`src/logic/rtw_defines.vh`:
```
// Purpose: Shared constants for the clock chip two-wire slave port
// Assumes: System clock of 40 MHz, link lines sampled as plain inputs
// Notes:   Definitions only, no logic
`ifndef RTW_DEFINES_VH
`define RTW_DEFINES_VH

// ****************************************************************
// Address and widths
// ****************************************************************
`define RTW_SLAVE_ADDR   7'h51
`define RTW_PTR_RESET    8'h00
`define RTW_BIT_LAST     3'h7

// ****************************************************************
// Timing and register store depth
// ****************************************************************
`define RTW_CLK_PERIOD_NS 25
`define RTW_RAM_DEPTH     256

`endif

```
`src/logic/rtw_sync.v`:
```
// Purpose: Two-flop synchroniser for the two bus line inputs
// Assumes: Inputs asynchronous to clk
// Notes:   Resets to high, the released bus level
`timescale 1ns/1ps

module rtw_sync (
  // Clock and reset
  input  wire       clk,
  input  wire       resetn,
  // Raw and synchronised lines
  input  wire [1:0] line_in,
  output reg  [1:0] line_out
);

  reg [1:0] stage1;

  // Two stages; first stage feeds only the second
  always @(posedge clk or negedge resetn) begin
    if (!resetn) begin
      stage1   <= 2'h3;
      line_out <= 2'h3;
    end else begin
      stage1   <= line_in;
      line_out <= stage1;
    end
  end

endmodule

```
`src/logic/rtw_slave.v`:
```
// Purpose: Two-wire slave port joining a master to the clock registers
// Assumes: Bus clock far slower than clk; lines pulled up outside
// Notes:   Register store lives outside; reached by pointer and data path
`timescale 1ns/1ps
`include "rtw_defines.vh"

module rtw_slave (
  // Clock and reset
  input  wire       clk,
  input  wire       resetn,
  // Bus lines
  input  wire       scl_in,
  input  wire       sda_in,
  output reg        sda_out,
  output reg        sda_oe,
  // Register data path
  output reg  [7:0] reg_addr,
  output reg  [7:0] reg_wdata,
  output reg        reg_wr,
  output reg        reg_rd,
  input  wire [7:0] reg_rdata,
  // Status
  output reg        busy
);

  // ****************************************************************
  // States
  // ****************************************************************
  localparam ST_IDLE = 3'h0;
  localparam ST_ADDR = 3'h1;
  localparam ST_RX   = 3'h2;
  localparam ST_TX   = 3'h3;
  localparam ST_ACK  = 3'h4;
  localparam ST_MACK = 3'h5;
  localparam ST_WAIT = 3'h6;

  reg  [2:0] state;
  reg  [2:0] ret_state;
  reg  [2:0] bit_cnt;
  reg  [7:0] shreg;
  reg        first_byte;
  reg        shreg_done;
  reg        scl_d;
  reg        sda_d;
  wire [1:0] lines;
  wire       scl;
  wire       sda;
  wire       scl_rise;
  wire       scl_fall;
  wire       start_cond;
  wire       stop_cond;

  // ****************************************************************
  // Line sampling
  // ****************************************************************
  rtw_sync u_sync (
    .clk      (clk),
    .resetn   (resetn),
    .line_in  ({scl_in, sda_in}),
    .line_out (lines)
  );

  assign scl = lines[1];
  assign sda = lines[0];

  // Previous synchronised levels for edge finding
  always @(posedge clk or negedge resetn) begin
    if (!resetn) begin
      scl_d <= 1'b1;
      sda_d <= 1'b1;
    end else begin
      scl_d <= scl;
      sda_d <= sda;
    end
  end

  assign scl_rise = scl & ~scl_d;
  assign scl_fall = ~scl & scl_d;
  assign start_cond = scl & scl_d & sda_d & ~sda;
  assign stop_cond  = scl & scl_d & ~sda_d & sda;

  // ****************************************************************
  // Protocol engine
  // ****************************************************************
  // Conditions are checked first, so a data change with the clock high
  // never lands in the shift register.
  always @(posedge clk or negedge resetn) begin
    if (!resetn) begin
      state      <= ST_IDLE;
      ret_state  <= ST_IDLE;
      bit_cnt    <= 3'h0;
      shreg      <= 8'h00;
      first_byte <= 1'b0;
      sda_out    <= 1'b0;
      sda_oe     <= 1'b0;
      reg_addr   <= `RTW_PTR_RESET;
      reg_wdata  <= 8'h00;
      reg_wr     <= 1'b0;
      reg_rd     <= 1'b0;
      busy       <= 1'b0;
    end else begin
      reg_wr <= 1'b0;
      reg_rd <= 1'b0;
      // pointer steps once the stored byte has gone out
      if (reg_wr)
        reg_addr <= reg_addr + 8'h01;
      // output low only, enable shows pull-down
      sda_out <= 1'b0;
      if (stop_cond) begin
        state  <= ST_IDLE;
        sda_oe <= 1'b0;
        busy   <= 1'b0;
      end else if (start_cond) begin
        state   <= ST_ADDR;
        bit_cnt <= 3'h0;
        sda_oe  <= 1'b0;
        busy    <= 1'b1;
      end else begin
        case (state)
          ST_IDLE: begin
            sda_oe <= 1'b0;
          end
          ST_ADDR, ST_RX: begin
            if (scl_rise) begin
              shreg   <= {shreg[6:0], sda};
              bit_cnt <= bit_cnt + 3'h1;
            end
            if (scl_fall && bit_cnt == 3'h0 && shreg_done) begin
              if (state == ST_ADDR) begin
                if (shreg[7:1] == `RTW_SLAVE_ADDR) begin
                  sda_oe     <= 1'b1;
                  first_byte <= 1'b1;
                  ret_state  <= shreg[0] ? ST_TX : ST_RX;
                  if (shreg[0])
                    reg_rd <= 1'b1;
                  state <= ST_ACK;
                end else begin
                  state <= ST_WAIT;
                end
              end else begin
                sda_oe    <= 1'b1;
                ret_state <= ST_RX;
                state     <= ST_ACK;
                if (first_byte) begin
                  reg_addr   <= shreg;
                  first_byte <= 1'b0;
                end else begin
                  reg_wdata <= shreg;
                  reg_wr    <= 1'b1;
                end
              end
            end
          end
          ST_ACK: begin
            if (scl_fall) begin
              if (ret_state == ST_TX) begin
                shreg   <= {reg_rdata[6:0], 1'b0};
                sda_oe  <= ~reg_rdata[7];
                bit_cnt <= 3'h1;
              end else begin
                sda_oe  <= 1'b0;
                bit_cnt <= 3'h0;
              end
              state <= ret_state;
            end
          end
          ST_TX: begin
            // change data only on falling clock
            if (scl_fall) begin
              if (bit_cnt == 3'h0) begin
                sda_oe   <= 1'b0;
                reg_addr <= reg_addr + 8'h01;
                state    <= ST_MACK;
              end else begin
                sda_oe  <= ~shreg[7];
                shreg   <= {shreg[6:0], 1'b0};
                bit_cnt <= bit_cnt + 3'h1;
              end
            end
          end
          ST_MACK: begin
            if (scl_rise) begin
              if (sda) begin
                state <= ST_WAIT;
              end else begin
                reg_rd <= 1'b1;
                ret_state <= ST_TX;
                state  <= ST_ACK;
              end
            end
          end
          default: begin
            sda_oe <= 1'b0;
          end
        endcase
      end
    end
  end

  // Track that all eight bits of the current unit arrived
  always @(posedge clk or negedge resetn) begin
    if (!resetn) begin
      shreg_done <= 1'b0;
    end else if (start_cond || stop_cond) begin
      shreg_done <= 1'b0;
    end else if (scl_rise && (state == ST_ADDR || state == ST_RX)) begin
      shreg_done <= (bit_cnt == `RTW_BIT_LAST);
    end else if (scl_fall) begin
      shreg_done <= 1'b0;
    end
  end

endmodule

```
`config.mk`:
```
export PLATFORM = sky130hd
export DESIGN_NAME = rtw_slave
export DESIGN_NICKNAME = d
export VERILOG_FILES = /design/src/logic/rtw_sync.v /design/src/logic/rtw_slave.v
export VERILOG_INCLUDE_DIRS = /design/src /design/src/logic
export SDC_FILE = /design/constraint.sdc
export NUM_CORES = 1
export LEC_CHECK = 0
export ABC_AREA = 1
export ABC_CLOCK_PERIOD_IN_PS = 2820
export BUFFER_PORTS_ARGS = -buffer_cell sky130_fd_sc_hd__buf_4
export CORE_ASPECT_RATIO = 0.7
export CORE_MARGIN = 1
export CORE_UTILIZATION = 39
export CTS_CLUSTER_DIAMETER = 40
export DETAILED_ROUTE_END_ITERATION = 16
export HOLD_SLACK_MARGIN = 0.1
export PLACE_DENSITY = 0.61
export REMOVE_ABC_BUFFERS = 1
export SYNTH_ARGS = -nofsm -noshare
export SYNTH_HDL_FRONTEND = slang
export SYNTH_SLANG_ARGS = --single-unit
```
`constraint.sdc`:
```
create_clock -name clk -period 2.82 [get_ports clk]
set_clock_uncertainty 0.2 [all_clocks]
set_input_delay 0.564 -clock clk [delete_from_list [all_inputs] [get_ports clk]]
set_output_delay 0.564 -clock clk [all_outputs]
set_load 0.02 [all_outputs]
```
==> results.json, run 1 <==
{
  "cp-startpoint": "bit_cnt[0]",
  "drt_wl_total_um": 6570,
  "synth_seq_cells": 44,
  "whs_ns": 0.160,
  "wl_met1_um": 3620,
  "syn_area_per_cell_um2": 7.16,
  "crit_path_max_fanout": 10,
  "die-area_um2": 7400,
  "critical_path_class": "reg2reg",
  "die_x_um": 102,
  "synth-compound-area-share_pct": 9.87,
  "ff2ff_path_depth": 10,
  "clockBufferDepth": 2,
  "drtIter0Drc": 187,
  "port_buffers": 31,
  "dr_wl_met3_um": 317,
  "setup_viol_count_final": 0,
  "maxCapViolCount": 0,
  "synth_xor_area_share_pct": 0.955,
  "reg2reg_setup_slack_ns": 0.76,
  "drv_slew": 0,
  "drc": 0,
  "tightestPinTransition_ns": 0.639,
  "worstSetupEndpointType": "flop",
  "synth_ff_type": "dfrtp_1",
  "p_int_mw": 1.46,
  "cts_tree": "built",
  "worst_hold_startpoint": "u_sync.stage1[0]",
  "synth_cell_type_count": 31,
  "top_layer_used": "met4",
  "vias": 2514,
  "critPathLaunchType": "flop",
  "final_common_cell": "nand2_1",
  "setup.worst_path.end": "reg_addr[1]",
  "yosysSeqAreaShare_pct": 40.3,
  "critPathRequiredTime_ns": 2.80,
  "final_cell_mix": "122 x nand2_1, 54 x nand3_1, 42 x inv_1",
  "p_switching_mw": 1.39,
  "status": "finished clean",
  "r2r_start": "bit_cnt[0]",
  "fin_tns_setup_ns": 0,
  "grt_use_total_pct": 19.2,
  "place_congestion": 0.890,
  "hold_viol": 0,
  "htreeDepth": 2,
  "grt_overflow": 0,
  "cts_root_buf": "clkbuf_8",
  "dp_hpwl_um": 4970,
  "wl_per_cell_um": 12.8,
  "timing.rr.end": "reg_addr[1]",
  "min_period_over_period_pct": 72.9,
  "io_pins": 33,
  "rows": 25,
  "cts_sinks": 44,
  "fillers": 714,
  "comb_power_share_pct": 51.5,
  "detail-route-antenna-nets": 0,
  "fmax_mhz": 486,
  "first_pass_iters": 5,
  "grt_pass1_vias": 2158,
  "syn2layout_area_growth_pct": 14.4,
  "peakVddDrop_uv": 547,
  "synth-simple-area-share_pct": 38.0,
  "clkLatencyLatePin_ns": 0.30,
  "critPathArrivalTime_ns": 2.04,
  "async_flop_share_pct": 100,
  "seqPwrFrac_pct": 33.8,
  "grt_first_pass_wirelength_um": 10900,
  "start_util_pct": 40.5,
  "netlist_instances": 384,
  "sw_frac_of_total_pct": 48.9,
  "wl_met2_um": 2600,
  "synth_mux_area_share_pct": 0,
  "n_antenna_cell": 0,
  "syn_area_um2": 2750,
  "path_clk_slew_ns": 0.08,
  "die_h_um": 72.3,
  "total_leakage_power_nw": 1.68,
  "min_period_ns": 2.06,
  "nets": 432,
  "antenna_found_initial": 0,
  "synth-edff-count": 0,
  "final_layout_size_suffix_gt1_share_pct": 18.9,
  "power.density_nw_per_um2": 907,
  "rsz0062_at_grt": "no",
  "power.total_mw": 2.85,
  "core_um2": 6790,
  "numCtsBuffers": 5,
  "relSlewSlack_pct": 57.4,
  "hp-class": "reg2reg",
  "vias_per_cell": 4.92,
  "grt_max_degree": 45,
  "yosysWarnings": 0,
  "clockPowerShare_pct": 14.7,
  "synth_top_family_by_area": "simple AND/OR/NAND/NOR gates",
  "synthAdderAreaFrac_pct": 1.82
}
## cells in the mapped netlist (2+ instances only)
| cell | n | share of area [%] |
|---|---|---|
| nor2_4 | 2 | 0.82 |
| nor2_2 | 3 | 0.68 |
| nand3_2 | 2 | 0.73 |
| a21oi_1 | 16 | 2.9 |
| nand2_1 | 122 | 17 |
| o21ai_2 | 9 | 2.9 |
| ha_1 | 4 | 1.8 |
| inv_1 | 42 | 5.7 |
| clkinv_1 | 2 | 0.27 |
| dfstp_2 | 6 | 5.7 |
| buf_4 | 3 | 0.82 |
| dfrtp_1 | 38 | 35 |
| nand2_4 | 2 | 0.82 |
| buf_6 | 3 | 1.2 |
| inv_2 | 4 | 0.55 |
| xnor2_1 | 2 | 0.64 |
| nand4_1 | 3 | 0.68 |
| o21ai_0 | 20 | 3.6 |
| nand2_2 | 9 | 2.0 |
| nor2_1 | 28 | 3.8 |
| nand3_1 | 54 | 9.8 |
## timing repair
action                    4_1_cts  5_1_grt
setup buffers                   0        0
hold buffers                    1        0
hold endpoints to repair       38        0
gates resized for setup         0        0
## routing by layer
metal | vias to the layer above | global-route usage, %
met3 | 4 | 4.05
met4 | 0 | 2.38
li1 | 1283 | -
met5 | - | 0
met2 | 72 | 26.0
met1 | 1155 | 31.4
## cell families after synthesis
logic type | count (synthesis)
other cells | 1
simple gates | 229
fa+ha+maj | 4
xor+xnor | 3
buf+inv | 56
flops | 44
compound gates | 47
## sequential cells by signal, summed over array words and instances (netlist names), 2 cells and up
register / flops
shreg: 8
u_sync.stage1: 2
ret_state: 2
u_sync.line_out: 2
state: 3
bit_cnt: 3
reg_wdata: 8
reg_addr: 8
## worst max-delay path, stage by stage, from the launching register on
cell and delay (ns):
dfrtp_1 0.38, inv_1 0.07, ha_1 0.19, inv_1 0.05
nor2_1 0.06, nand2_1 0.26, clkinv_1 0.33, nor2_1 0.17
nor2_1 0.05, o21ai_0 0.08, nand3_1 0.09
## metrics by stage
step           area [um^2]  util, %  setup slack [ns]  instances
2_1_floorplan         2690        -             0.853        376
3_3_place_gp          3040     44.8             0.830        502
3_5_place_dp          3040     44.8             0.779        502
4_1_cts               3150     46.4             0.765        511
5_1_grt               3150     46.4             0.520        511
6_report              3150     46.4             0.764        511
## power groups by stage
| stage | Clock [mW] | Combinational [mW] | Sequential (mW) |
|---|---|---|---|
| 2_1_floorplan | 0 | 1.02 | 1.00 |
| 3_3_place_gp | 0 | 1.45 | 0.973 |
| 3_5_place_dp | 0 | 1.46 | 0.976 |
| 4_1_cts | 0.439 | 1.47 | 0.964 |
| 5_1_grt | 0.464 | 1.66 | 0.991 |
| 6_report | 0.421 | 1.47 | 0.963 |
## worst min-delay path by stage
stage	end	slack [ns]	cells after the start
floorplan	bit_cnt[0]	0.07	0
global placement	u_sync.line_out[0]	0.15	0
detailed placement	u_sync.line_out[1]	0.15	0
CTS	u_sync.line_out[1]	0.16	0
global route	u_sync.stage1[0]	0.14	1
finish	u_sync.line_out[0]	0.16	0
## layout make-up
| type | count | area, um^2 | area share [%] |
|---|---|---|---|
| clock inverters | 1 | 7.51 | 0.239 |
| flip-flops and latches | 44 | 1110 | 35.2 |
| inverters | 48 | 180 | 5.73 |
| well taps | 94 | 118 | 3.74 |
| repair buffers | 33 | 250 | 7.95 |
| clock buffers | 7 | 86.3 | 2.74 |
| multi-input cells | 284 | 1400 | 44.4 |
Note: power is estimated with default switching activity, not from simulation.
==> inputs of run 2 (changes only) <==
Settings changed: ABC_CLOCK_PERIOD_IN_PS 2820 to 1720, PLACE_DENSITY 0.61 to 0.63.
Clock period 2.82 ns to 1.72 ns, I/O delays scaled along.
==> run 2 against run 1 <==
  * The flow now finishes with violations (negative setup slack)
  * Via count increased by 12%
  * Sequential power rose by 62%
  * Final area grew 25%
  * Register-to-register slack worse by 0.84 ns
  * First-iteration DRC count fell by 26%
  * Sequential share of layout area down 6.9 points
  * Die area unchanged
  * Maximum frequency rose by 15%
==> results.json, run 2 (synthesis results as in run 1) <==
{
  "critical_path_class": "reg2reg",
  "critPathRequiredTime_ns": 1.71,
  "grt_first_pass_wirelength_um": 11900,
  "min_period_ns": 1.79,
  "rsz0062_at_grt": "yes",
  "vias": 2824,
  "syn2layout_area_growth_pct": 42.9,
  "nets": 496,
  "drtIter0Drc": 138,
  "status": "finished, violations left",
  "regArea_um2": 1110,
  "clockBufferDepth": 2,
  "grt_use_total_pct": 20.9,
  "dp_slack_ns": -0.104,
  "setup_ws_ns": -0.0746,
  "fmax_mhz": 557,
  "die-area_um2": 7400,
  "drt_wl_total_um": 7520,
  "stdcell_area_um2": 3930,
  "die_h_um": 72.3,
  "grt_pass1_vias": 2515,
  "place_area_um2": 3440,
  "setup_viol_count_final": 26,
  "violations": "negative setup slack",
  "final_layout_size_suffix_gt1_share_pct": 40.5,
  "place_congestion": 0.835,
  "htreeDepth": 2,
  "fillers": 620,
  "n_antenna_cell": 0,
  "worstSetupEndpointType": "flop",
  "tightestPinTransition_ns": 0.565,
  "antenna_found_initial": 0,
  "relSlewSlack_pct": 62.3,
  "first_pass_iters": 5,
  "cts_tree": "built",
  "peakVddDrop_uv": 908,
  "whs_ns": 0.158,
  "min_period_over_period_pct": 104,
  "cts_root_buf": "clkbuf_8",
  "port_buffers": 31,
  "multiInputGateArea_um2": 1590,
  "drc": 0,
  "die_x_um": 102,
  "rows": 25,
  "critPathLaunchType": "flop",
  "hp-class": "reg2reg",
  "total_leakage_power_nw": 2.05,
  "reg2reg_setup_slack_ns": -0.07,
  "vias_per_cell": 4.91,
  "io_pins": 33,
  "power.density_nw_per_um2": 1470,
  "cts_sinks": 44,
  "maxCapViolCount": 0,
  "grt_overflow": 0,
  "final_util_pct": 57.9,
  "detail-route-antenna-nets": 0,
  "final_common_cell": "nand2_1",
  "start_util_pct": 40.5,
  "path_clk_slew_ns": 0.09,
  "final_cell_mix": "105 x nand2_1, 80 x buf_4, 47 x nand3_1",
  "wl_per_cell_um": 13.1,
  "reg_top3": "reg_addr x8, reg_wdata x8, shreg x8",
  "core_um2": 6790,
  "numCtsBuffers": 5,
  "crit_path_max_fanout": 6,
  "dp_hpwl_um": 5360,
  "clkLatencyLatePin_ns": 0.31,
  "grt_max_degree": 45,
  "drv_slew": 0,
  "hold_viol": 0,
  "critPathArrivalTime_ns": 1.78
}
## run 2: changes by cell type in the layout (fill, tap and decap cells not counted), moves of 9 or more
cell and change:
nand2_2 +13, buf_4 +48, nand2_1 -17, inv_1 -9, nor2_1 -9, buf_6 +10
## run 2: critical path, cell delays in order (launching register included)
cell and delay, ns:
dfrtp_1 0.40, inv_2 0.08, ha_4 0.12, inv_2 0.04, nor2_4 0.14, nand3_4 0.13, nor2_4 0.17, buf_6 0.16
a21oi_2 0.06, o21ai_1 0.09, nand3_1 0.10
## run 2: repair_timing
item	in CTS	in global routing
pin swaps	7	21
hold endpoints to repair	40	0
setup buffers	3	7
gates resized for setup	21	70
setup endpoints to repair	34	37
gates cloned	1	2
hold buffers	3	0
## run 2: metrics by stage
stage	total power, mW	TNS, ns	instances
2_1_floorplan	3.32	-2.57	376
3_3_place_gp	4.60	-1.08	551
3_5_place_dp	4.63	-2.15	551
4_1_cts	5.45	-0.518	566
5_1_grt	6.28	-4.33	575
6_report	5.80	-0.856	575
## run 2: cell type report
class                      instances  area share [%]
multi-input combinational        284            40.5
timing repair buffer              97            21.1
clock buffer                       6            1.85
tap                               94            2.99
sequential                        44            28.3
inverter                          48            4.96
clock inverter                     2           0.318
## run 2: where the power goes
group	leakage (nW)	internal, mW	switching, mW	total, mW
Sequential	0.567	1.30	0.264	1.56
Clock	0.0412	0.285	0.381	0.665
Combinational	1.44	1.56	2.01	3.57
Total	2.05	3.14	2.66	5.80
## run 2: per-layer routing
metal	wire (um)	global-route usage, %	up-vias
met4	77	5.56	0
li1	-	-	1415
met3	358	3.28	8
met2	3450	32.3	72
met1	3640	30.3	1329
met5	0	0	-
## run 2: path summary, 6_finish.rpt
check	from	endpoint	cells past startpoint
worst max register to register	bit_cnt[0]	reg_addr[0]	10
worst min-delay path	u_sync.stage1[1]	u_sync.line_out[1]	0
worst max-delay path	bit_cnt[0]	reg_addr[0]	10
worst min register to register	u_sync.stage1[1]	u_sync.line_out[1]	0
min in group asynchronous	resetn	shreg[4]	2
max in group asynchronous	resetn	state[0]	2
